<file path="config.mk">
export PLATFORM = sky130hd
export DESIGN_NAME = fusc_uart
export DESIGN_NICKNAME = d
export VERILOG_FILES = /design/src/design/fusc_pkg.sv /design/src/design/fusc_uart.sv
export SDC_FILE = /design/constraint.sdc
export NUM_CORES = 1
export LEC_CHECK = 0
export BUFFER_PORTS_ARGS = -buffer_cell sky130_fd_sc_hd__buf_4
export CORE_AREA = 2 2 183 185
export CTS_BUF_LIST = sky130_fd_sc_hd__clkbuf_4 sky130_fd_sc_hd__clkbuf_8
export DETAILED_ROUTE_END_ITERATION = 8
export DIE_AREA = 0 0 185 187
export PLACE_DENSITY = 0.76
export REMOVE_ABC_BUFFERS = 1
export SLEW_MARGIN = 20
export SYNTH_ARGS = -nofsm -noshare
export SYNTH_HDL_FRONTEND = slang
export SYNTH_SLANG_ARGS = --single-unit
</file>
<file path="constraint.sdc">
create_clock -name i_core_clk -period 5.4 [get_ports i_core_clk]
set_input_delay 0.54 -clock i_core_clk [delete_from_list [all_inputs] [get_ports i_core_clk]]
set_output_delay 0.54 -clock i_core_clk [all_outputs]
set_load 0.02 [all_outputs]
</file>
<file path="src/design/fusc_pkg.sv">
// constants, types and reset values of the fifo uart core
package fusc_pkg;
    // register byte offsets
    localparam logic [4:0] REG_DATA = 5'h00;
    localparam logic [4:0] REG_IER  = 5'h04;
    localparam logic [4:0] REG_IIR  = 5'h08;
    localparam logic [4:0] REG_LCR  = 5'h0C;
    localparam logic [4:0] REG_MCR  = 5'h10;
    localparam logic [4:0] REG_LSR  = 5'h14;
    localparam logic [4:0] REG_MSR  = 5'h18;
    localparam logic [4:0] REG_DIV  = 5'h1C;
    // interrupt enable bits
    localparam int IER_RX  = 0;
    localparam int IER_THR = 1;
    localparam int IER_LS  = 2;
    localparam int IER_MS  = 3;
    // line control fields, word length in bits 1:0
    localparam int LCR_STOP = 2;
    localparam int LCR_PEN  = 3;
    localparam int LCR_EVEN = 4;
    // modem control bits
    localparam int MCR_DTR  = 0;
    localparam int MCR_RTS  = 1;
    localparam int MCR_AUX1 = 2;
    localparam int MCR_AUX2 = 3;
    localparam int MCR_LOOP = 4;
    // fifo control bits
    localparam int FCR_EN    = 0;
    localparam int FCR_RXCLR = 1;
    localparam int FCR_TXCLR = 2;
    // interrupt identities and reported level
    localparam logic [3:0] IID_NONE = 4'h1;
    localparam logic [3:0] IID_LS   = 4'h6;
    localparam logic [3:0] IID_RX   = 4'h4;
    localparam logic [3:0] IID_THR  = 4'h2;
    localparam logic [3:0] IID_MS   = 4'h0;
    localparam logic       IRQ_LVL  = 1'b1;
    // reset values
    localparam logic [15:0] DIV_RST = 16'h0001;
    localparam logic [4:0]  MCR_RST = 5'h00;
    // fifo sizes
    localparam logic [4:0] FIFO_CAP = 5'h10;
    localparam logic [4:0] CHAR_CAP = 5'h01;
    // oversampling: sixteen enables per bit
    localparam logic [3:0] OVS_LAST = 4'hF;
    localparam logic [3:0] OVS_MID  = 4'h7;
    localparam logic [3:0] OVS_HALF = 4'h8;
    localparam logic [5:0] STOP_1   = 6'h0F;
    localparam logic [5:0] STOP_15  = 6'h17;
    localparam logic [5:0] STOP_2   = 6'h1F;

    typedef enum logic [2:0] {
        TX_IDLE  = 3'b000,
        TX_START = 3'b001,
        TX_DATA  = 3'b010,
        TX_PAR   = 3'b011,
        TX_STOP  = 3'b100
    } fusc_tx_st_t;

    typedef enum logic [2:0] {
        RX_IDLE  = 3'b000,
        RX_START = 3'b001,
        RX_DATA  = 3'b010,
        RX_PAR   = 3'b011,
        RX_STOP  = 3'b100
    } fusc_rx_st_t;

    typedef struct packed {
        logic [15:0] cnt;
        logic [3:0]  sub;
        logic        clk_n;
    } fusc_baud_t;

    typedef struct packed {
        fusc_tx_st_t st;
        logic [5:0]  cnt;
        logic [2:0]  bit_no;
        logic [7:0]  sh;
        logic        par;
        logic        line;
        logic        pin;
    } fusc_tx_t;

    typedef struct packed {
        fusc_rx_st_t st;
        logic [3:0]  cnt;
        logic [2:0]  bit_no;
        logic [7:0]  sh;
        logic        par;
        logic        perr;
    } fusc_rx_t;

    typedef struct packed {
        logic [15:0] div;
        logic        div_set;
        logic [3:0]  ier;
        logic [4:0]  lcr;
        logic [4:0]  mcr;
        logic        fifo_en;
        logic [3:0]  txw;
        logic [3:0]  txr;
        logic [4:0]  txc;
        logic [3:0]  rxw;
        logic [3:0]  rxr;
        logic [4:0]  rxc;
        logic        oe;
        logic        pe;
        logic        fe;
        logic        thre_int;
        logic [3:0]  dmsr;
        logic [3:0]  ms_prev;
        logic        ack;
        logic [15:0] rdat;
        logic        bus_driver_disable;
        logic        irq;
        logic        rts_n;
        logic        dtr_n;
    } fusc_host_t;

    localparam fusc_baud_t BAUD_RST = '{cnt: 16'h0000, sub: 4'h0,
                                        clk_n: 1'b1};
    localparam fusc_tx_t TX_RST = '{st: TX_IDLE, cnt: 6'h00,
        bit_no: 3'h0, sh: 8'h00, par: 1'b0, line: 1'b1, pin: 1'b1};
    localparam fusc_rx_t RX_RST = '{st: RX_IDLE, cnt: 4'h0,
        bit_no: 3'h0, sh: 8'h00, par: 1'b0, perr: 1'b0};
    localparam fusc_host_t HOST_RST = '{div: DIV_RST, mcr: MCR_RST,
        bus_driver_disable: 1'b1, irq: ~IRQ_LVL, rts_n: 1'b1, dtr_n: 1'b1,
        default: '0};
endpackage

</file>
<file path="src/design/fusc_uart.sv">
// fifo uart core with a classic wishbone register slave
//
// Design decisions made here: the Wishbone interface to the registers and the register offsets.
`timescale 1ns/1ps
`default_nettype none
// Functional notes
// RL1: sixteen-bit divisor divides clock, 1..65535
// RL2: divided clock over sixteen gives baud clock
// RL3: reset loads divisor with one
// RL4: host never writes divisor zero
// RL5: no baud output before divisor written
// RL6: read data holds until next read
// RL7: driver disable output gates external bus drivers
// RL8: no address strobe; address used directly
// RL9: receiver runs on clock with enable pulses
// RL10: single read, write and select strobe
// RL11: everything sampled on rising main clock
// RL12: fifo mode gives sixteen-byte fifos
// RL13: rx byte to holder or fifo by mode
// RL14: five to eight data bits
// RL15: one, one and half, two stops
// RL16: even, odd or no parity
// RL17: tx frames with start, parity, stops
// RL18: start bit not held is rejected
// RL19: interrupt on empty, errors, service; level readable
// RL20: four sources enabled apart, fixed priority
// RL21: active-low modem inputs and outputs
// RL22: loopback routes tx back to rx
// RL23: idle high, start low, lsb first
module fusc_uart
    import fusc_pkg::*;
(
    input  wire logic        i_core_clk,
    input  wire logic        i_sys_rst,
    input  wire logic        i_wb_cyc,
    input  wire logic        i_wb_stb,
    input  wire logic        i_wb_we,
    input  wire logic [4:0]  i_wb_adr,
    input  wire logic [31:0] i_wb_dat,
    input  wire logic [3:0]  i_wb_sel,
    output logic      [31:0] o_wb_dat,
    output logic             o_wb_ack,
    output logic             o_bus_driver_disable,
    input  wire logic        i_serial_rx,
    output logic             o_serial_tx,
    input  wire logic        i_clear_to_send_n,
    input  wire logic        i_set_ready_n,
    input  wire logic        i_ring_indicate_n,
    input  wire logic        i_carrier_detect_n,
    output logic             o_request_to_send_n,
    output logic             o_terminal_ready_n,
    output logic             o_baud_clock_out_n,
    output logic             o_irq
);

    fusc_baud_t  baud_reg, baud_next;
    fusc_tx_t    tx_reg, tx_next;
    fusc_rx_t    rx_reg, rx_next;
    fusc_host_t  host_reg, host_next;

    logic [7:0]  tx_mem [16], rx_mem [16];
    logic        rx_s1_reg, rx_s2_reg;
    logic [3:0]  ms_s1_reg, ms_s2_reg;

    logic        tick, tx_pop, tx_wr, rx_wr, rx_push, rx_ferr, div_wr;
    logic        rx_in, loop, thre;
    logic [2:0]  nbit_last;
    logic [5:0]  stop_last;
    logic [7:0]  rx_byte, iir_val, lsr_val;
    logic [3:0]  ms_now, iid;

    // shared decodes of line and modem control
    assign loop      = host_reg.mcr[MCR_LOOP];
    assign nbit_last = {1'b0, host_reg.lcr[1:0]} + 3'h4; // RL14
    assign rx_in     = loop ? tx_reg.line : rx_s2_reg; // RL22
    assign rx_byte   = rx_reg.sh >> (2'h3 - host_reg.lcr[1:0]);
    assign thre      = (host_reg.txc == 5'h00);

    // stop length in enable ticks
    assign stop_last = !host_reg.lcr[LCR_STOP] ? STOP_1 :
                       (host_reg.lcr[1:0] == 2'h0) ? STOP_15 : STOP_2; // RL15

    // modem inputs, or modem outputs when looped back
    assign ms_now = loop ? {host_reg.mcr[MCR_AUX2],
                            host_reg.mcr[MCR_AUX1],
                            host_reg.mcr[MCR_DTR],
                            host_reg.mcr[MCR_RTS]}
                         : ~ms_s2_reg; // RL21

    // interrupt source selection by fixed priority
    always_comb begin
        if (host_reg.ier[IER_LS] &&
            (host_reg.oe || host_reg.pe || host_reg.fe)) begin
            iid = IID_LS; // RL20
        end else if (host_reg.ier[IER_RX] &&
                     host_reg.rxc != 5'h00) begin
            iid = IID_RX; // RL20
        end else if (host_reg.ier[IER_THR] && host_reg.thre_int) begin
            iid = IID_THR; // RL20
        end else if (host_reg.ier[IER_MS] && host_reg.dmsr != 4'h0) begin
            iid = IID_MS; // RL20
        end else begin
            iid = IID_NONE;
        end
    end

    // status words as software reads them
    assign iir_val = {{2{host_reg.fifo_en}}, 1'b0, IRQ_LVL, iid}; // RL19
    assign lsr_val = {1'b0, thre && tx_reg.st == TX_IDLE, thre, 1'b0,
                      host_reg.fe, host_reg.pe, host_reg.oe,
                      host_reg.rxc != 5'h00};

    // input synchronisers for serial and modem pins
    always_ff @(posedge i_core_clk) begin
        if (i_sys_rst) begin
            rx_s1_reg <= 1'b1;
            rx_s2_reg <= 1'b1;
            ms_s1_reg <= 4'hF;
            ms_s2_reg <= 4'hF;
        end else begin
            rx_s1_reg <= i_serial_rx; // RL11
            rx_s2_reg <= rx_s1_reg;
            ms_s1_reg <= {i_carrier_detect_n, i_ring_indicate_n,
                          i_set_ready_n, i_clear_to_send_n};
            ms_s2_reg <= ms_s1_reg;
        end
    end

    // baud divider and sixteen-tick bit clock
    always_comb begin
        baud_next = baud_reg;
        tick = 1'b0;
        if (host_reg.div_set) begin // RL5
            if (baud_reg.cnt >= host_reg.div - DIV_RST) begin
                tick = 1'b1; // RL1
                baud_next.cnt = 16'h0000;
                baud_next.sub = baud_reg.sub + 4'h1; // RL2
            end else begin
                baud_next.cnt = baud_reg.cnt + 16'h0001;
            end
        end
        if (div_wr) begin
            baud_next.cnt = 16'h0000;
        end
        baud_next.clk_n = !host_reg.div_set ||
                          baud_reg.sub >= OVS_HALF; // RL2 RL5
    end

    always_ff @(posedge i_core_clk) begin
        if (i_sys_rst) begin
            baud_reg <= BAUD_RST;
        end else begin
            baud_reg <= baud_next;
        end
    end

    // transmitter: start, data lsb first, parity, stops
    always_comb begin
        tx_next = tx_reg;
        tx_pop = 1'b0;
        if (tick) begin
            tx_next.cnt = tx_reg.cnt + 6'h01;
            case (tx_reg.st)
                TX_IDLE: begin
                    tx_next.cnt = 6'h00;
                    if (!thre) begin
                        tx_pop = 1'b1; // RL17
                        tx_next.sh = tx_mem[host_reg.txr];
                        tx_next.line = 1'b0; // RL23
                        tx_next.st = TX_START;
                    end
                end
                TX_START: begin
                    if (tx_reg.cnt[3:0] == OVS_LAST) begin
                        tx_next.cnt = 6'h00;
                        tx_next.bit_no = 3'h0;
                        tx_next.line = tx_reg.sh[0]; // RL23
                        tx_next.par = tx_reg.sh[0];
                        tx_next.sh = tx_reg.sh >> 1;
                        tx_next.st = TX_DATA;
                    end
                end
                TX_DATA: begin
                    if (tx_reg.cnt[3:0] == OVS_LAST) begin
                        tx_next.cnt = 6'h00;
                        if (tx_reg.bit_no != nbit_last) begin
                            tx_next.bit_no = tx_reg.bit_no + 3'h1;
                            tx_next.line = tx_reg.sh[0];
                            tx_next.par = tx_reg.par ^ tx_reg.sh[0];
                            tx_next.sh = tx_reg.sh >> 1;
                        end else if (host_reg.lcr[LCR_PEN]) begin
                            tx_next.line = tx_reg.par ^
                                           ~host_reg.lcr[LCR_EVEN]; // RL16
                            tx_next.st = TX_PAR;
                        end else begin
                            tx_next.line = 1'b1;
                            tx_next.st = TX_STOP;
                        end
                    end
                end
                TX_PAR: begin
                    if (tx_reg.cnt[3:0] == OVS_LAST) begin
                        tx_next.cnt = 6'h00;
                        tx_next.line = 1'b1; // RL23
                        tx_next.st = TX_STOP;
                    end
                end
                TX_STOP: begin
                    if (tx_reg.cnt == stop_last) begin
                        tx_next.cnt = 6'h00;
                        tx_next.st = TX_IDLE; // RL15
                    end
                end
                default: tx_next = TX_RST;
            endcase
        end
        tx_next.pin = loop ? 1'b1 : tx_next.line; // RL22
    end

    always_ff @(posedge i_core_clk) begin
        if (i_sys_rst) begin
            tx_reg <= TX_RST;
        end else begin
            tx_reg <= tx_next;
        end
    end

    // receiver: mid-bit sampling on the tick enable
    always_comb begin
        rx_next = rx_reg;
        rx_push = 1'b0;
        rx_ferr = 1'b0;
        if (tick) begin // RL9
            rx_next.cnt = rx_reg.cnt + 4'h1;
            case (rx_reg.st)
                RX_IDLE: begin
                    rx_next.cnt = 4'h0;
                    if (!rx_in) begin
                        rx_next.st = RX_START; // RL23
                    end
                end
                RX_START: begin
                    if (rx_reg.cnt == OVS_MID) begin
                        rx_next.cnt = 4'h0;
                        rx_next.bit_no = 3'h0;
                        rx_next.par = 1'b0;
                        rx_next.perr = 1'b0;
                        rx_next.st = rx_in ? RX_IDLE : RX_DATA; // RL18
                    end
                end
                RX_DATA: begin
                    if (rx_reg.cnt == OVS_LAST) begin
                        rx_next.cnt = 4'h0;
                        rx_next.sh = {rx_in, rx_reg.sh[7:1]}; // RL23
                        rx_next.par = rx_reg.par ^ rx_in;
                        rx_next.bit_no = rx_reg.bit_no + 3'h1;
                        if (rx_reg.bit_no == nbit_last) begin
                            rx_next.st = host_reg.lcr[LCR_PEN] ?
                                         RX_PAR : RX_STOP;
                        end
                    end
                end
                RX_PAR: begin
                    if (rx_reg.cnt == OVS_LAST) begin
                        rx_next.cnt = 4'h0;
                        rx_next.perr = rx_in != (rx_reg.par ^
                            ~host_reg.lcr[LCR_EVEN]); // RL16
                        rx_next.st = RX_STOP;
                    end
                end
                RX_STOP: begin
                    if (rx_reg.cnt == OVS_LAST) begin
                        rx_next.cnt = 4'h0;
                        rx_push = 1'b1;
                        rx_ferr = !rx_in;
                        rx_next.st = RX_IDLE;
                    end
                end
                default: rx_next = RX_RST;
            endcase
        end
    end

    always_ff @(posedge i_core_clk) begin
        if (i_sys_rst) begin
            rx_reg <= RX_RST;
        end else begin
            rx_reg <= rx_next;
        end
    end

    // byte storage of both fifos
    always_ff @(posedge i_core_clk) begin
        if (tx_wr) begin
            tx_mem[host_reg.txw] <= i_wb_dat[7:0];
        end
        if (rx_wr) begin
            rx_mem[host_reg.rxw] <= rx_byte; // RL13
        end
    end

    // wishbone slave, registers, fifo pointers and flags
    always_comb begin
        logic       acc;
        logic       rd;
        logic       wr;
        logic [2:0] a;
        logic [4:0] cap;
        logic       rx_rd;
        acc = i_wb_cyc && i_wb_stb && !host_reg.ack; // RL8 RL10
        rd = acc && !i_wb_we;
        wr = acc && i_wb_we;
        a = i_wb_adr[4:2];
        cap = host_reg.fifo_en ? FIFO_CAP : CHAR_CAP; // RL12
        host_next = host_reg;
        host_next.ack = acc;
        host_next.bus_driver_disable = !rd; // RL7
        div_wr = wr && a == REG_DIV[4:2] && i_wb_sel[1:0] != 2'b00;
        tx_wr = wr && i_wb_sel[0] && a == REG_DATA[4:2] &&
                host_reg.txc < cap;
        rx_rd = rd && a == REG_DATA[4:2] && host_reg.rxc != 5'h00;
        rx_wr = rx_push && host_reg.rxc < cap; // RL13
        // fifo pointers and fill counts
        host_next.txw = host_reg.txw + {3'h0, tx_wr};
        host_next.txr = host_reg.txr + {3'h0, tx_pop};
        host_next.txc = host_reg.txc + {4'h0, tx_wr} - {4'h0, tx_pop};
        host_next.rxw = host_reg.rxw + {3'h0, rx_wr};
        host_next.rxr = host_reg.rxr + {3'h0, rx_rd};
        host_next.rxc = host_reg.rxc + {4'h0, rx_wr} - {4'h0, rx_rd};
        // clears by software access come before hardware sets
        if (rd && a == REG_LSR[4:2]) begin
            host_next.oe = 1'b0;
            host_next.pe = 1'b0;
            host_next.fe = 1'b0;
        end
        if (rd && a == REG_MSR[4:2]) begin
            host_next.dmsr = 4'h0;
        end
        if ((rd && a == REG_IIR[4:2] && iid == IID_THR) || tx_wr) begin
            host_next.thre_int = 1'b0;
        end
        // register writes, byte lane 0 for byte registers
        if (wr && i_wb_sel[0]) begin
            case (a)
                REG_IER[4:2]: host_next.ier = i_wb_dat[3:0];
                REG_LCR[4:2]: host_next.lcr = i_wb_dat[4:0];
                REG_MCR[4:2]: host_next.mcr = i_wb_dat[4:0];
                REG_IIR[4:2]: begin
                    host_next.fifo_en = i_wb_dat[FCR_EN];
                    if (i_wb_dat[FCR_RXCLR] ||
                        i_wb_dat[FCR_EN] != host_reg.fifo_en) begin
                        host_next.rxw = 4'h0;
                        host_next.rxr = 4'h0;
                        host_next.rxc = 5'h00;
                    end
                    if (i_wb_dat[FCR_TXCLR] ||
                        i_wb_dat[FCR_EN] != host_reg.fifo_en) begin
                        host_next.txw = 4'h0;
                        host_next.txr = 4'h0;
                        host_next.txc = 5'h00;
                    end
                end
                default: ;
            endcase
        end
        if (div_wr) begin
            host_next.div_set = 1'b1; // RL5
            if (i_wb_sel[0]) begin
                host_next.div[7:0] = i_wb_dat[7:0]; // RL1
            end
            if (i_wb_sel[1]) begin
                host_next.div[15:8] = i_wb_dat[15:8];
            end
        end
        // hardware sets win over clears
        if (rx_push && !rx_wr) begin
            host_next.oe = 1'b1;
        end
        if (rx_wr) begin
            host_next.pe = host_next.pe || rx_reg.perr; // RL16
            host_next.fe = host_next.fe || rx_ferr;
        end
        if ((tx_pop && host_reg.txc == 5'h01) ||
            (wr && i_wb_sel[0] && a == REG_IER[4:2] &&
             i_wb_dat[IER_THR] && host_next.txc == 5'h00)) begin
            host_next.thre_int = 1'b1; // RL19
        end
        host_next.dmsr = host_next.dmsr | (ms_now ^ host_reg.ms_prev);
        host_next.ms_prev = ms_now;
        // read data, held until the next read
        if (rd) begin
            case (a)
                REG_DATA[4:2]: host_next.rdat = {8'h00,
                                                 rx_mem[host_reg.rxr]};
                REG_IER[4:2]:  host_next.rdat = {12'h000, host_reg.ier};
                REG_IIR[4:2]:  host_next.rdat = {8'h00, iir_val};
                REG_LCR[4:2]:  host_next.rdat = {11'h000, host_reg.lcr};
                REG_MCR[4:2]:  host_next.rdat = {11'h000, host_reg.mcr};
                REG_LSR[4:2]:  host_next.rdat = {8'h00, lsr_val};
                REG_MSR[4:2]:  host_next.rdat = {8'h00, ms_now,
                                                 host_reg.dmsr};
                default:       host_next.rdat = host_reg.div;
            endcase // RL6
        end
        // interrupt line and modem outputs
        host_next.irq = (iid != IID_NONE) ? IRQ_LVL : ~IRQ_LVL; // RL19
        host_next.rts_n = host_next.mcr[MCR_LOOP] ||
                          !host_next.mcr[MCR_RTS]; // RL21
        host_next.dtr_n = host_next.mcr[MCR_LOOP] ||
                          !host_next.mcr[MCR_DTR]; // RL21
    end

    always_ff @(posedge i_core_clk) begin
        if (i_sys_rst) begin
            host_reg <= HOST_RST; // RL3
        end else begin
            host_reg <= host_next; // RL11
        end
    end

    // outputs straight from flip-flops
    assign o_wb_dat             = {16'h0000, host_reg.rdat}; // RL6
    assign o_wb_ack             = host_reg.ack;
    assign o_bus_driver_disable = host_reg.bus_driver_disable; // RL7
    assign o_serial_tx          = tx_reg.pin;
    assign o_request_to_send_n  = host_reg.rts_n;
    assign o_terminal_ready_n   = host_reg.dtr_n;
    assign o_baud_clock_out_n   = baud_reg.clk_n; // RL2
    assign o_irq                = host_reg.irq;

endmodule // fusc_uart
`default_nettype wire

</file>
After elaboration in Yosys (flattened, before gate mapping) --
Memory sizes are Yosys's and may differ from the RTL's. A register that Yosys moved wholly into a read port is not among the register bits. Index checks and enable logic that the tools add are counted.
Word-level totals: flip-flop bits (word level) 165, latch bits 0, bits in writable memories 256, bits in read-only memories 0, input bits 51, output and inout port bits 39, logic and storage cells 274, memories kept 2
Operators by class: add/sub/neg operators 17, $mul 0, div/mod/pow operators 0, $lt $le $gt $ge 4, equality and inequality tests 39, shift-type cells 1, muxes and demuxes 74, bitwise logic cells 13, reduce and logical (&&, ||, !) cells 78
Memory list:
- rx_mem | words 16, width 8, rd ports 1, clocked after Yosys merged registers in 1, wr ports 1, line fusc_uart.sv:61 | logic [7:0] tx_mem [16], rx_mem [16];
- tx_mem | words 16, width 8, rd ports 1, clocked after Yosys merged registers in 1, wr ports 1, line fusc_uart.sv:61
Operators by type and width (number):
- 16-bit one-hot mux with 7 select lines | 1
- 9-bit one-hot mux with 5 select lines | 1
- 22-bit two-way mux | 2
- 7-bit one-hot mux with 5 select lines | 1
- 32-bit two-way mux | 1
- 8-bit one-hot mux with 4 select lines | 1
- 1-bit two-way mux | 27
- 27-bit two-way mux | 1
- 1-bit logical AND | 26
- 13-bit two-way mux | 2
- 2-bit inequality test, second input constant | 13
- 4-bit two-way mux | 6
- 3-bit two-way mux | 7
- 19-bit two-way mux | 1
- 3-bit by 2-bit == test with 1-bit output, second input constant | 6
- 3-bit == test, second input constant | 6
- 9-bit two-way mux | 2
- 3-bit one-hot mux with 3 select lines | 2
- 16-bit by 1-bit adder with 16-bit output, second input constant | 1
- 4-bit by 1-bit adder with 4-bit output | 4
- 16-bit greater-or-equal comparator | 1
- 16-bit two-way mux | 1
- 8-bit one-hot mux with 2 select lines | 1
- 16-bit by 1-bit subtractor with 16-bit output, second input constant | 1
- 51 further kinds | 111

Longest topological paths before layout --
Gate-level depths: netlist of run 1.
depth after elaboration 15, depth in mapped cells 26, mapped depth without buffers 24

Worst setup path before layout of run 1 --
OpenSTA, ideal clock, no wires.
path kind flip-flop to flip-flop, start point register host_reg[77] (netlist bit), end point register host_reg[29] (netlist bit), setup time 0.134 ns, data arrival time 4.433 ns, setup slack 0.833 ns, cell stages (with the launch flop) 26, path buffers 2, clock period less this slack 4.567 ns, cells stage by stage dfxtp_1 nor2_1 nand3_1 nor4_1 nand2_1 nor3_1 xnor2_1 ha_1 a21oi_1 o21ai_2 o21ai_1 a31o_4 buf_6 buf_2 nor3_1 ha_1 inv_1 ha_1 inv_1 fa_1 nor2_1 nor2_1 o21bai_1 xnor2_1 a41oi_1 a21oi_1
Between the ends: cells in the longest elaborated chain, start to end 13, elaborated cells between the ends (all ways) 15, those cells by class add/sub (2); order compare (1); mux (7); reduce/logical (5)
RTL lines:
- start, declared | line fusc_uart.sv:59 | fusc_host_t host_reg, host_next;
- start signal, assigned | line fusc_uart.sv:417 | host_reg <= host_next;
- 16-bit by 1-bit subtractor with 16-bit output * | line fusc_uart.sv:134 | if (baud_reg.cnt >= host_reg.div - DIV_RST) begin
- 16-bit greater-or-equal comparator * | line fusc_uart.sv:134
- 1-bit two-way mux * | line fusc_uart.sv:134
- 1-bit two-way mux * | line fusc_uart.sv:133 | if (host_reg.div_set) begin
- 1-bit two-way mux * | line fusc_uart.sv:161 | if (tick) begin
- 5-bit by 1-bit subtractor with 5-bit output | line fusc_uart.sv:326 | host_next.txc = host_reg.txc + {4'h0, tx_wr} - {4'h0, tx_pop};
- 13-bit two-way mux | line fusc_uart.sv:356 | if (i_wb_dat[FCR_TXCLR] ||
- 27-bit two-way mux | line fusc_uart.sv:344 | case (a)
- 32-bit two-way mux | line fusc_uart.sv:343 | if (wr && i_wb_sel[0]) begin
- 5-bit logical NOT | line fusc_uart.sv:385 | i_wb_dat[IER_THR] && host_next.txc == 5'h00)) begin
- 1-bit logical AND | line fusc_uart.sv:385
- 1-bit logical OR * | line fusc_uart.sv:383 | if ((tx_pop && host_reg.txc == 5'h01) ||
- 1-bit two-way mux or 2-bit nonzero test (tied branches)
Every way passes the cells marked *; elsewhere a longest branch is shown, timed or not. A chain may end at the register's enable or synchronous reset.

Final worst setup path of run 1 --
Ends and elaborated chain as after synthesis.

==> qor.yml, run 1 <==
synthXorXnorAreaFrac_pct: 2.87
antenna_found_initial: 1
powerDensity_nw_per_um2: 305
syn2layout_area_growth_pct: 10.3
hold_violations: 0
holdPathEnd: "ms_s1_reg[1]"
drt_pass1_iterations: 5
fin_crit_ns: 4.81
synth_top_area_share_pct: 40.6
syn_inst: 1454
crit_path_start_kind: "register"
wl_um: 40300
cp_slowest_cell: "nor4_1"
drtIter0Drc: 1132
arrival_ns: 5.26
yosysTopAreaCell: "edfxtp_1"
hp-start: "i_set_ready_n"
numClockSinks: 421
via_count: 11800
io_pins: 90
fill_cells: 2495
dp_cells: 1882
r2r-start: "host_reg[77]"
grt.total_usage_pct: 23.9
holdWs_ns: 0.139
synthAdderAreaFrac_pct: 3.58
slew_violations: 0
overflow: 0
postCtsHoldBufs: 0
endpoint_kind: "register"
yosys-top-cells-area: "edfxtp_1 41%, dfxtp_1 17%, mux4_2 8.8%"
grt_max_degree: 74
cts_buffers: 69
rsz0062_at_grt: "no"
drc_errors: 0
fin_crit_sh_pct: 89.1
synthSimpleGateAreaFrac_pct: 11.4
multiInputGateArea_um2: 7210
post_cts_buffers: 0
grt_pass1_vias: 11800
die_y_um: 187
grt_pass1_wl_um: 64000
fin_util_pct: 63.6
clk_latency_ns: 0.60
critPathKind: "reg -> reg"
synth-seq-cells: 421
clk_pin_slew_ns: 0.07
ir_drop_v: 0.000277
leakage_nw: 6.83
r2r_slack_ns: 0.59
synth_area_per_cell_um2: 13.0
synth_compound_area_share_pct: 7.22
setup_tns_ns: 0
slowest_delay_ns: 0.43
seq_area_um2: 11000
synth-main-ff-cell: "edfxtp_1"
netlist-cell-type-count: 90
root_buffer: "clkbuf_8"
timing.rr.end: "host_reg[29]"
port_buffers: 53
clock.fmax_ghz: 0.208
std_cell_rows: 67
start_util_pct: 57.7
outcome: "complete, no violations"
setup_violations: 0
viasPerCell: 5.86
synthMuxAreaShare_pct: 12.6
die-area_um2: 34600
fin_nets: 1609
drive_above_1_share_pct: 21.4
coreArea_um2: 32900
htreeDepth: 3
ys_seq_area_share_pct: 58.0
synth_edf_count: 256
cp.required_ns: 5.85
ant_nets: 0
path_common_cell: "nor2_1"
cts_tree: "done"
place.gp.congestion: 0.877
clockBufferDepth: 3
max_cap_viol_count: 0
async_reset_ff_share_pct: 0
synth_top_family_by_area: "multiplexers"
crit_chain: "nor2_1 -> nand3_1 -> nor4_1 -> nand2_1 -> nor3_1 -> xnor2_1 -> ha_1 -> nand2_1 -> nor2_1 -> o21ai_1 -> a31o_4 -> nor3_1 -> ha_1 -> inv_1 -> ha_1 -> inv_1 -> fa_1 -> nor2_1 -> nor2_1 -> o21bai_1 -> xnor2_1 -> a41oi_1 -> a21oi_1"
fp.dieW_um: 185
clock_skew_ns: 0.0343
worst_r2r_path_depth: 23
worstPathMaxFanout: 5
cts_resized: 0
whs_path_depth: 2
yosys_warnings: 0
netlist_area_um2: 18900
finalNonFillerCells: 2006
tightest_slew_ns: 1.16
relSlewSlack_pct: 22.0
hpwlAfterDp_um: 27100
drt-wirelength-per-cell_um: 20.1
hp-class: "in -> reg"
-- where the power goes --
part | leakage, nW | total [W] | internal, W | switching, W
Clock | 0.744 | 0.00281 | 0.00155 | 0.00126
Sequential | 3.44 | 0.00341 | 0.00340 | 0.00000844
Combinational | 2.64 | 0.000162 | 0.0000491 | 0.000113
-- kinds of logic (layout without fill, tap and decap cells) --
logic type	Yosys count	after routing
DFF	421	421
and+or+nand+nor	420	420
AOI/OAI and AO/OA	196	196
buffers and inverters	156	244
muxes	145	145
xor gates and xnor gates	62	62
adders and majority gates	53	53
other	1	17
-- metal layers --
metal / global-route usage (%) / wire (µm)
met5: 0 / 0
met4: 8.24 / 1070
met3: 4.38 / 2400
met2: 39.9 / 20000
met1: 31.5 / 16900
-- metrics by stage --
step	cell area [µm²]	worst slack, ns	total power [W]
2_1_floorplan	18400	0.930	0.00355
3_3_place_gp	19500	0.710	0.00363
3_5_place_dp	19500	0.595	0.00364
4_1_cts	20900	0.568	0.00644
5_1_grt	20900	0.0625	0.00659
6_report	20900	0.588	0.00638
-- worst max path at each step --
stage                      start            to  slack [ns]  depth (start not counted)
floorplan           host_reg[77]  host_reg[29]        0.93                         23
global placement    host_reg[77]  host_reg[29]        0.71                         23
detailed placement  host_reg[77]  host_reg[29]        0.60                         23
CTS                 host_reg[77]  host_reg[29]        0.57                         23
global route        host_reg[77]  host_reg[29]        0.06                         23
finish              host_reg[77]  host_reg[29]        0.59                         23
-- final cells by class --
class / instances / area share, %
antenna: 1 / 0.0120
clock inverter: 28 / 0.898
sequential: 421 / 52.6
timing repair buffer: 74 / 2.66
inverter: 47 / 0.844
multi-input combinational: 892 / 34.5
tap: 448 / 2.68
clock buffer: 95 / 5.78
-- cells in the mapped netlist, drive strengths merged, types with 8 or more instances --
cell and count:
a211oi 9, a21oi 57, a32o 8, and3 19
buf 71, clkbuf 38, dfxtp 165, edfxtp 256
ha 51, inv 47, mux2 13, mux2i 58
mux4 74, nand2 72, nand2b 10, nand3 38
nand4 12, nor2 154, nor3 44, nor4 8
o21ai 49, or2 16, or3 13, xnor2 41
xor2 21
-- worst max-delay path: cells and delay by family (launching register included) --
kind / cells / cell delay (ns)
XOR/XNOR: 2 / 0.20
AO/OA/AOI/OAI: 5 / 0.98
buffers and inverters: 2 / 0.10
AND/OR/NAND/NOR: 10 / 1.87
flip-flops: 1 / 0.35
adder cells (fa/ha/maj): 4 / 1.12
-- placed cells by master, fill, tap and decap left out, types with 15 or more instances in the layout --
| cell type | n |
|---|---|
| nand2_1 | 72 |
| nand3_1 | 37 |
| nor3_1 | 40 |
| o21ai_0 | 45 |
| mux2i_1 | 55 |
| ha_1 | 51 |
| and3_1 | 18 |
| edfxtp_1 | 256 |
| a21oi_1 | 54 |
| mux4_2 | 74 |
| clkbuf_8 | 79 |
| xnor2_1 | 41 |
| or2_2 | 15 |
| nor2_1 | 140 |
| clkbuf_4 | 16 |
| xor2_1 | 21 |
| conb_1 | 16 |
| inv_1 | 45 |
| buf_4 | 74 |
| dfxtp_1 | 163 |
No activity file was read; power rests on OpenSTA's default activity.
==> run 2, diff against run 1 <==
Clock period 5.4 ns to 5.14 ns, I/O delays scaled along.
==> run 2 against run 1 <==
First-iteration DRC count decreased by 15%. Highest routed layer unchanged. Combinational power increased by 5%. Sequential power increased by 5%. Global-route usage increased by 0.072 points. Sequential cell count unchanged. Design area decreased by 0.19%. Final cell count about the same. Critical endpoint unchanged. Clock power increased by 2%.
==> qor.yml, run 2 (same netlist as run 1, synthesis figures left out) <==
slew_violations: 0  # unchanged
fp.dieW_um: 185  # unchanged
critPathKind: "reg -> reg"
drt_pass1_iterations: 5  # unchanged
p_clk_share_pct: 43.3  # -0.7 points
seqPwrFrac_pct: 54.1  # +0.7 points
drt-wirelength-per-cell_um: 20.0  # -0.67%
io_pins: 90  # unchanged
tightest_slew_ns: 1.07  # -0.0921 ns
worstPathMaxFanout: 4  # -1
setup_violations: 0  # unchanged
grt.total_usage_pct: 24.0  # +0.072 points
seq_area_um2: 11000  # about the same
fin_crit_sh_pct: 90.5  # +1.4 points
clk_latency_ns: 0.60  # about the same
ir_drop_v: 0.000270  # -2.7%
hpwlAfterDp_um: 27000  # -0.45%
internal_power_w: 0.00521  # +4.2%
powerDensity_nw_per_um2: 317  # +3.9%
overflow: 0  # unchanged
finalNonFillerCells: 2004  # -0.10%
hold_violations: 0  # unchanged
max_cap_viol_count: 0  # unchanged
leakage_nw: 6.71  # -1.7%
clock_skew_ns: 0.0249  # -0.00939 ns
grt_pass1_wl_um: 63900  # about the same
dpl_cell_area_um2: 19500  # about the same
cts_tree: "done"
hp-class: "in -> reg"
fin_area_um2: 20900  # -0.19%
rsz0062_at_grt: "no"
root_buffer: "clkbuf_8"
clk_pin_slew_ns: 0.06  # about the same
dp_cells: 1883  # +0.053%
fin_crit_ns: 4.65  # -0.158 ns
outcome: "complete, no violations"
final_common_cell: "edfxtp_1"
layout_common_cells: "256 x edfxtp_1, 163 x dfxtp_1, 140 x nor2_1"
std_cell_rows: 67  # unchanged
drive_above_1_share_pct: 21.3  # -0.087 points
switching_share_pct: 21.2  # -0.38 points
cp_slowest_cell: "fa_1"
crit_chain: "inv_1 -> ha_1 -> nand2_1 -> nor3_1 -> nand2b_1 -> nor4_1 -> xnor2_1 -> ha_1 -> nand2_1 -> nor2_1 -> nand2_1 -> a31o_4 -> nor3_1 -> ha_1 -> inv_1 -> ha_1 -> inv_1 -> fa_1 -> nor2_1 -> nor2_1 -> o21bai_1 -> xnor2_1 -> a41oi_1 -> a21oi_1"
cp-startpoint: "host_reg[75]"
slowest_delay_ns: 0.39  # -0.04 ns
endpoint_kind: "register"
fill_cells: 2525  # +1.2%
setup_slack_ns: 0.486  # -0.102 ns
viasPerCell: 5.84  # -0.33%
crit_family: "simple AND/OR/NAND/NOR gates"
drtIter0Drc: 963  # -15%
grt_max_degree: 68  # -8.1%
cp.required_ns: 5.61  # -0.24 ns
wl_um: 40000  # -0.77%
r2r-start: "host_reg[75]"
crit_buf_inv: 3  # +1
die-area_um2: 34600  # unchanged
dp_slack_ns: 0.366  # -0.229 ns
clock.fmax_ghz: 0.215  # +3.4%
arrival_ns: 5.12  # -0.14 ns
antenna_found_initial: 2  # +1
die_y_um: 187  # unchanged
htreeDepth: 3  # unchanged
via_count: 11700  # -0.43%
multiInputGateArea_um2: 7210  # about the same
post_cts_buffers: 0  # unchanged
port_buffers: 53  # unchanged
cts_buffers: 68  # -1.4%
setup_tns_ns: 0  # unchanged
grt_pass1_vias: 11700  # -0.15%
coreArea_um2: 32900  # unchanged
power_frac_comb_pct: 2.6  # about the same
path_common_cell: "ha_1"
relSlewSlack_pct: 28.5  # +6.5 points
crit_path_start_kind: "register"
power_switching_w: 0.00140  # +1.8%
ant_nets: 0  # unchanged
fin_util_pct: 63.5  # -0.12 points
numClockSinks: 421  # unchanged
place.gp.congestion: 0.877  # about the same
fin_nets: 1609  # unchanged
drc_errors: 0  # unchanged
clockBufferDepth: 3  # unchanged
syn2layout_area_growth_pct: 10.1
start_util_pct: 57.7  # unchanged
hp-start: "i_ring_indicate_n"
run 2: cell types whose count changed in the layout (fill, tap and decap cells not counted), sizes merged:
cell / previous run / this run
inv: 50 / 49
buf: 74 / 75
clkinv: 23 / 15
clkbuf: 95 / 98
clkinvlp: 0 / 2
diode: 1 / 2
run 2: layer usage:
| layer | GRT usage [%] | up-vias | wire length [µm] |
|---|---|---|---|
| li1 | - | 5489 | - |
| met1 | 32.0 | 5767 | 16700 |
| met2 | 38.4 | 352 | 19500 |
| met3 | 4.42 | 92 | 2200 |
| met4 | 10.9 | 0 | 1550 |
| met5 | 0 | - | 0 |
run 2: worst paths after layout:
kind	end	slack, ns	cells after the start
worst max register to register	host_reg[29]	0.49	24
worst min register to register	rx_s2_reg	0.40	1
worst min-delay path	ms_s1_reg[2]	0.10	2
worst max-delay path	host_reg[29]	0.49	24
run 2: cell type report:
type	instances	area share [%]
Clock buffer	98	5.69
Clock inverter	21	0.744
Timing Repair Buffer	75	2.70
Antenna cell	2	0.0240
Sequential cell	421	52.7
Inverter	47	0.846
Multi-Input combinational cell	892	34.6
Tap cell	448	2.69
run 2: repair_timing:
item / in CTS / in global routing
endpoints found under the setup margin: 0 / 1
hold buffers: 0 / 0
resized for setup: 0 / 1
run 2: power groups by stage:
stage	clock, W	sequential [W]	combinational, W
6_report	0.00286	0.00358	0.000170
5_1_grt	0.00306	0.00358	0.000186
2_1_floorplan	0	0.00365	0.0000739
4_1_cts	0.00292	0.00358	0.000170
3_5_place_dp	0	0.00365	0.000169
3_3_place_gp	0	0.00365	0.000166
run 2: stage by stage:
stage	hold slack, ns	power, W
after floorplan	0.389	0.00373
after global placement	0.397	0.00382
after detailed placement	0.393	0.00382
after CTS	0.0745	0.00667
after global routing	0.0877	0.00683
final	0.103	0.00661
==> run 3, diff against run 2 <==
Clock period 5.14 ns to 5.33 ns, I/O delays scaled along.
==> run 3 against run 2 <==
Fmax is 3.3% lower. Largest power group unchanged. Design area rose by 0.32%. Register-to-register slack improved by 0.03 ns. Routed wire length rose by 0.80%. Via count rose by 0.68%. Sequential share of layout area down 0.18 points. Non-clock buffer count rose by 1. Critical path depth decreased by 1. Sequential cell count unchanged. Die area stayed put. Clock-buffer cell count down 4.
==> qor.yml, run 3 (same netlist as run 1, synthesis figures left out) <==
outcome: "complete, no violations"
worst_r2r_path_depth: 23  # -4.2%
fin_crit_sh_pct: 90.3  # -0.24 points
leakage_nw: 6.84  # +1.9%
drtIter0Drc: 1083  # +12%
use_met2_pct: 38.9  # +0.56 points
clock_skew_ns: 0.0285  # +0.00355 ns
postCtsHoldBufs: 0  # unchanged
fill_cells: 2475  # -2.0%
crit_path_start_kind: "register"
coreArea_um2: 32900  # unchanged
multiInputGateArea_um2: 7210  # about the same
ir_drop_v: 0.000352  # +30%
grt_util_met1_pct: 32.0  # -0.041 points
setup_tns_ns: 0  # unchanged
powerDensity_nw_per_um2: 309  # -2.4%
antenna_found_initial: 1  # -1
via_count: 11800  # +0.68%
drt_pass1_iterations: 5  # unchanged
gr-usage-met3_pct: 4.77  # +0.35 points
hp-class: "in -> reg"
hold_violations: 0  # unchanged
drc_errors: 0  # unchanged
crit_chain: "nor2_1 -> nand3_1 -> nor4_1 -> nand2_1 -> nor3_1 -> xnor2_1 -> ha_1 -> nand2_1 -> o21ai_2 -> o21ai_1 -> a31o_4 -> nor3_1 -> ha_1 -> inv_1 -> ha_1 -> inv_1 -> fa_1 -> nor2_1 -> nor2_1 -> o21bai_1 -> xnor2_1 -> a41oi_1 -> a21oi_1"
grt_pass1_wl_um: 63800  # -0.30%
clockBufferDepth: 3  # unchanged
top_usage_layer: "met2"
layout_common_cells: "256 x edfxtp_1, 163 x dfxtp_1, 140 x nor2_1"
crit_family: "simple AND/OR/NAND/NOR gates"
port_buffers: 53  # unchanged
setup_violations: 0  # unchanged
syn2layout_area_growth_pct: 10.4
post_cts_buffers: 0  # unchanged
relSlewSlack_pct: 29.9  # +1.4 points
cts_resized: 0  # unchanged
overflow: 0  # unchanged
cts_tree: "done"
r2r_slack_ns: 0.52  # +0.03 ns
std_cell_rows: 67  # unchanged
max_cap_viol_count: 0  # unchanged
hpwlAfterDp_um: 27100  # +0.39%
wl_um: 40300  # +0.80%
start_util_pct: 57.7  # unchanged
holdWs_ns: 0.114  # +0.0101 ns
cp.depth: 23  # -4.2%
crit_buf_inv: 2  # -1
arrival_ns: 5.29  # +0.17 ns
clock.fmax_ghz: 0.208  # -3.3%
slowest_delay_ns: 0.43  # +0.04 ns
drt-wirelength-per-cell_um: 20.1  # +0.49%
clk_latency_ns: 0.62  # +0.02 ns
die_y_um: 187  # unchanged
tightest_slew_ns: 1.04  # -0.0258 ns
grt_max_degree: 67  # -1.5%
whs_path_depth: 2  # unchanged
cp.required_ns: 5.80  # +0.19 ns
fin_nets: 1611  # +0.12%
fin_crit_ns: 4.81  # +0.159 ns
drive_above_1_share_pct: 21.6  # +0.29 points
die-area_um2: 34600  # unchanged
viasPerCell: 5.86  # +0.38%
root_buffer: "clkbuf_8"
place.gp.congestion: 0.885  # +0.92%
cp_slowest_cell: "nor4_1"
endpoint_kind: "register"
numClockSinks: 421  # unchanged
cts_buffers: 69  # +1.5%
seq_area_um2: 11000  # about the same
htreeDepth: 3  # unchanged
rsz0062_at_grt: "no"
final_common_cell: "edfxtp_1"
critPathKind: "reg -> reg"
fp.dieW_um: 185  # unchanged
clk_pin_slew_ns: 0.07  # about the same
grt.total_usage_pct: 23.9  # -0.045 points
io_pins: 90  # unchanged
grt_pass1_vias: 11700  # -0.31%
worstPathMaxFanout: 5  # +1
ant_nets: 0  # unchanged
slew_violations: 0  # unchanged
-- run 3: cell type report --
cell class                 instances  share of cell area [%]
timing repair buffer              76                    2.73
inverter                          47                   0.843
tap                              448                    2.68
multi-input combinational        892                    34.5
sequential                       421                    52.5
antenna                            1                  0.0120
clock inverter                    31                    1.03
clock buffer                      94                    5.70
-- run 3: where the power goes --
part           internal, W  total, W  switching [W]  leakage [nW]
logic            0.0000499  0.000164       0.000114          2.65
clock network      0.00157   0.00286        0.00129         0.743
registers          0.00344   0.00345     0.00000823          3.44
-- run 3: stage by stage --
| stage | power, W | util [%] | worst slack [ns] | area [µm²] | cells |
|---|---|---|---|---|---|
| 4_1_cts | 0.00654 | 63.6 | 0.519 | 20900 | 2009 |
| 3_3_place_gp | 0.00368 | 59.3 | 0.669 | 19500 | 1884 |
| 5_1_grt | 0.00668 | 63.7 | 0.0112 | 20900 | 2010 |
| 6_report | 0.00647 | 63.7 | 0.516 | 20900 | 2010 |
| 2_1_floorplan | 0.00359 | - | 0.860 | 18400 | 1360 |
| 3_5_place_dp | 0.00368 | 59.3 | 0.529 | 19500 | 1884 |
-- run 3: path summary, 6_finish.rpt --
check | startpoint | endpoint
setup / recovery | host_reg[77] | host_reg[29]
hold / removal | i_carrier_detect_n | ms_s1_reg[3]
setup reg to reg | host_reg[77] | host_reg[29]
hold reg to reg | rx_s1_reg | rx_s2_reg
-- run 3: layer usage --
| layer | wire (µm) | share of wire, % |
|---|---|---|
| met3 | 2480 | 6.1 |
| met4 | 1170 | 2.9 |
| met1 | 16900 | 42 |
| met2 | 19700 | 49 |
| met5 | 0 | 0 |
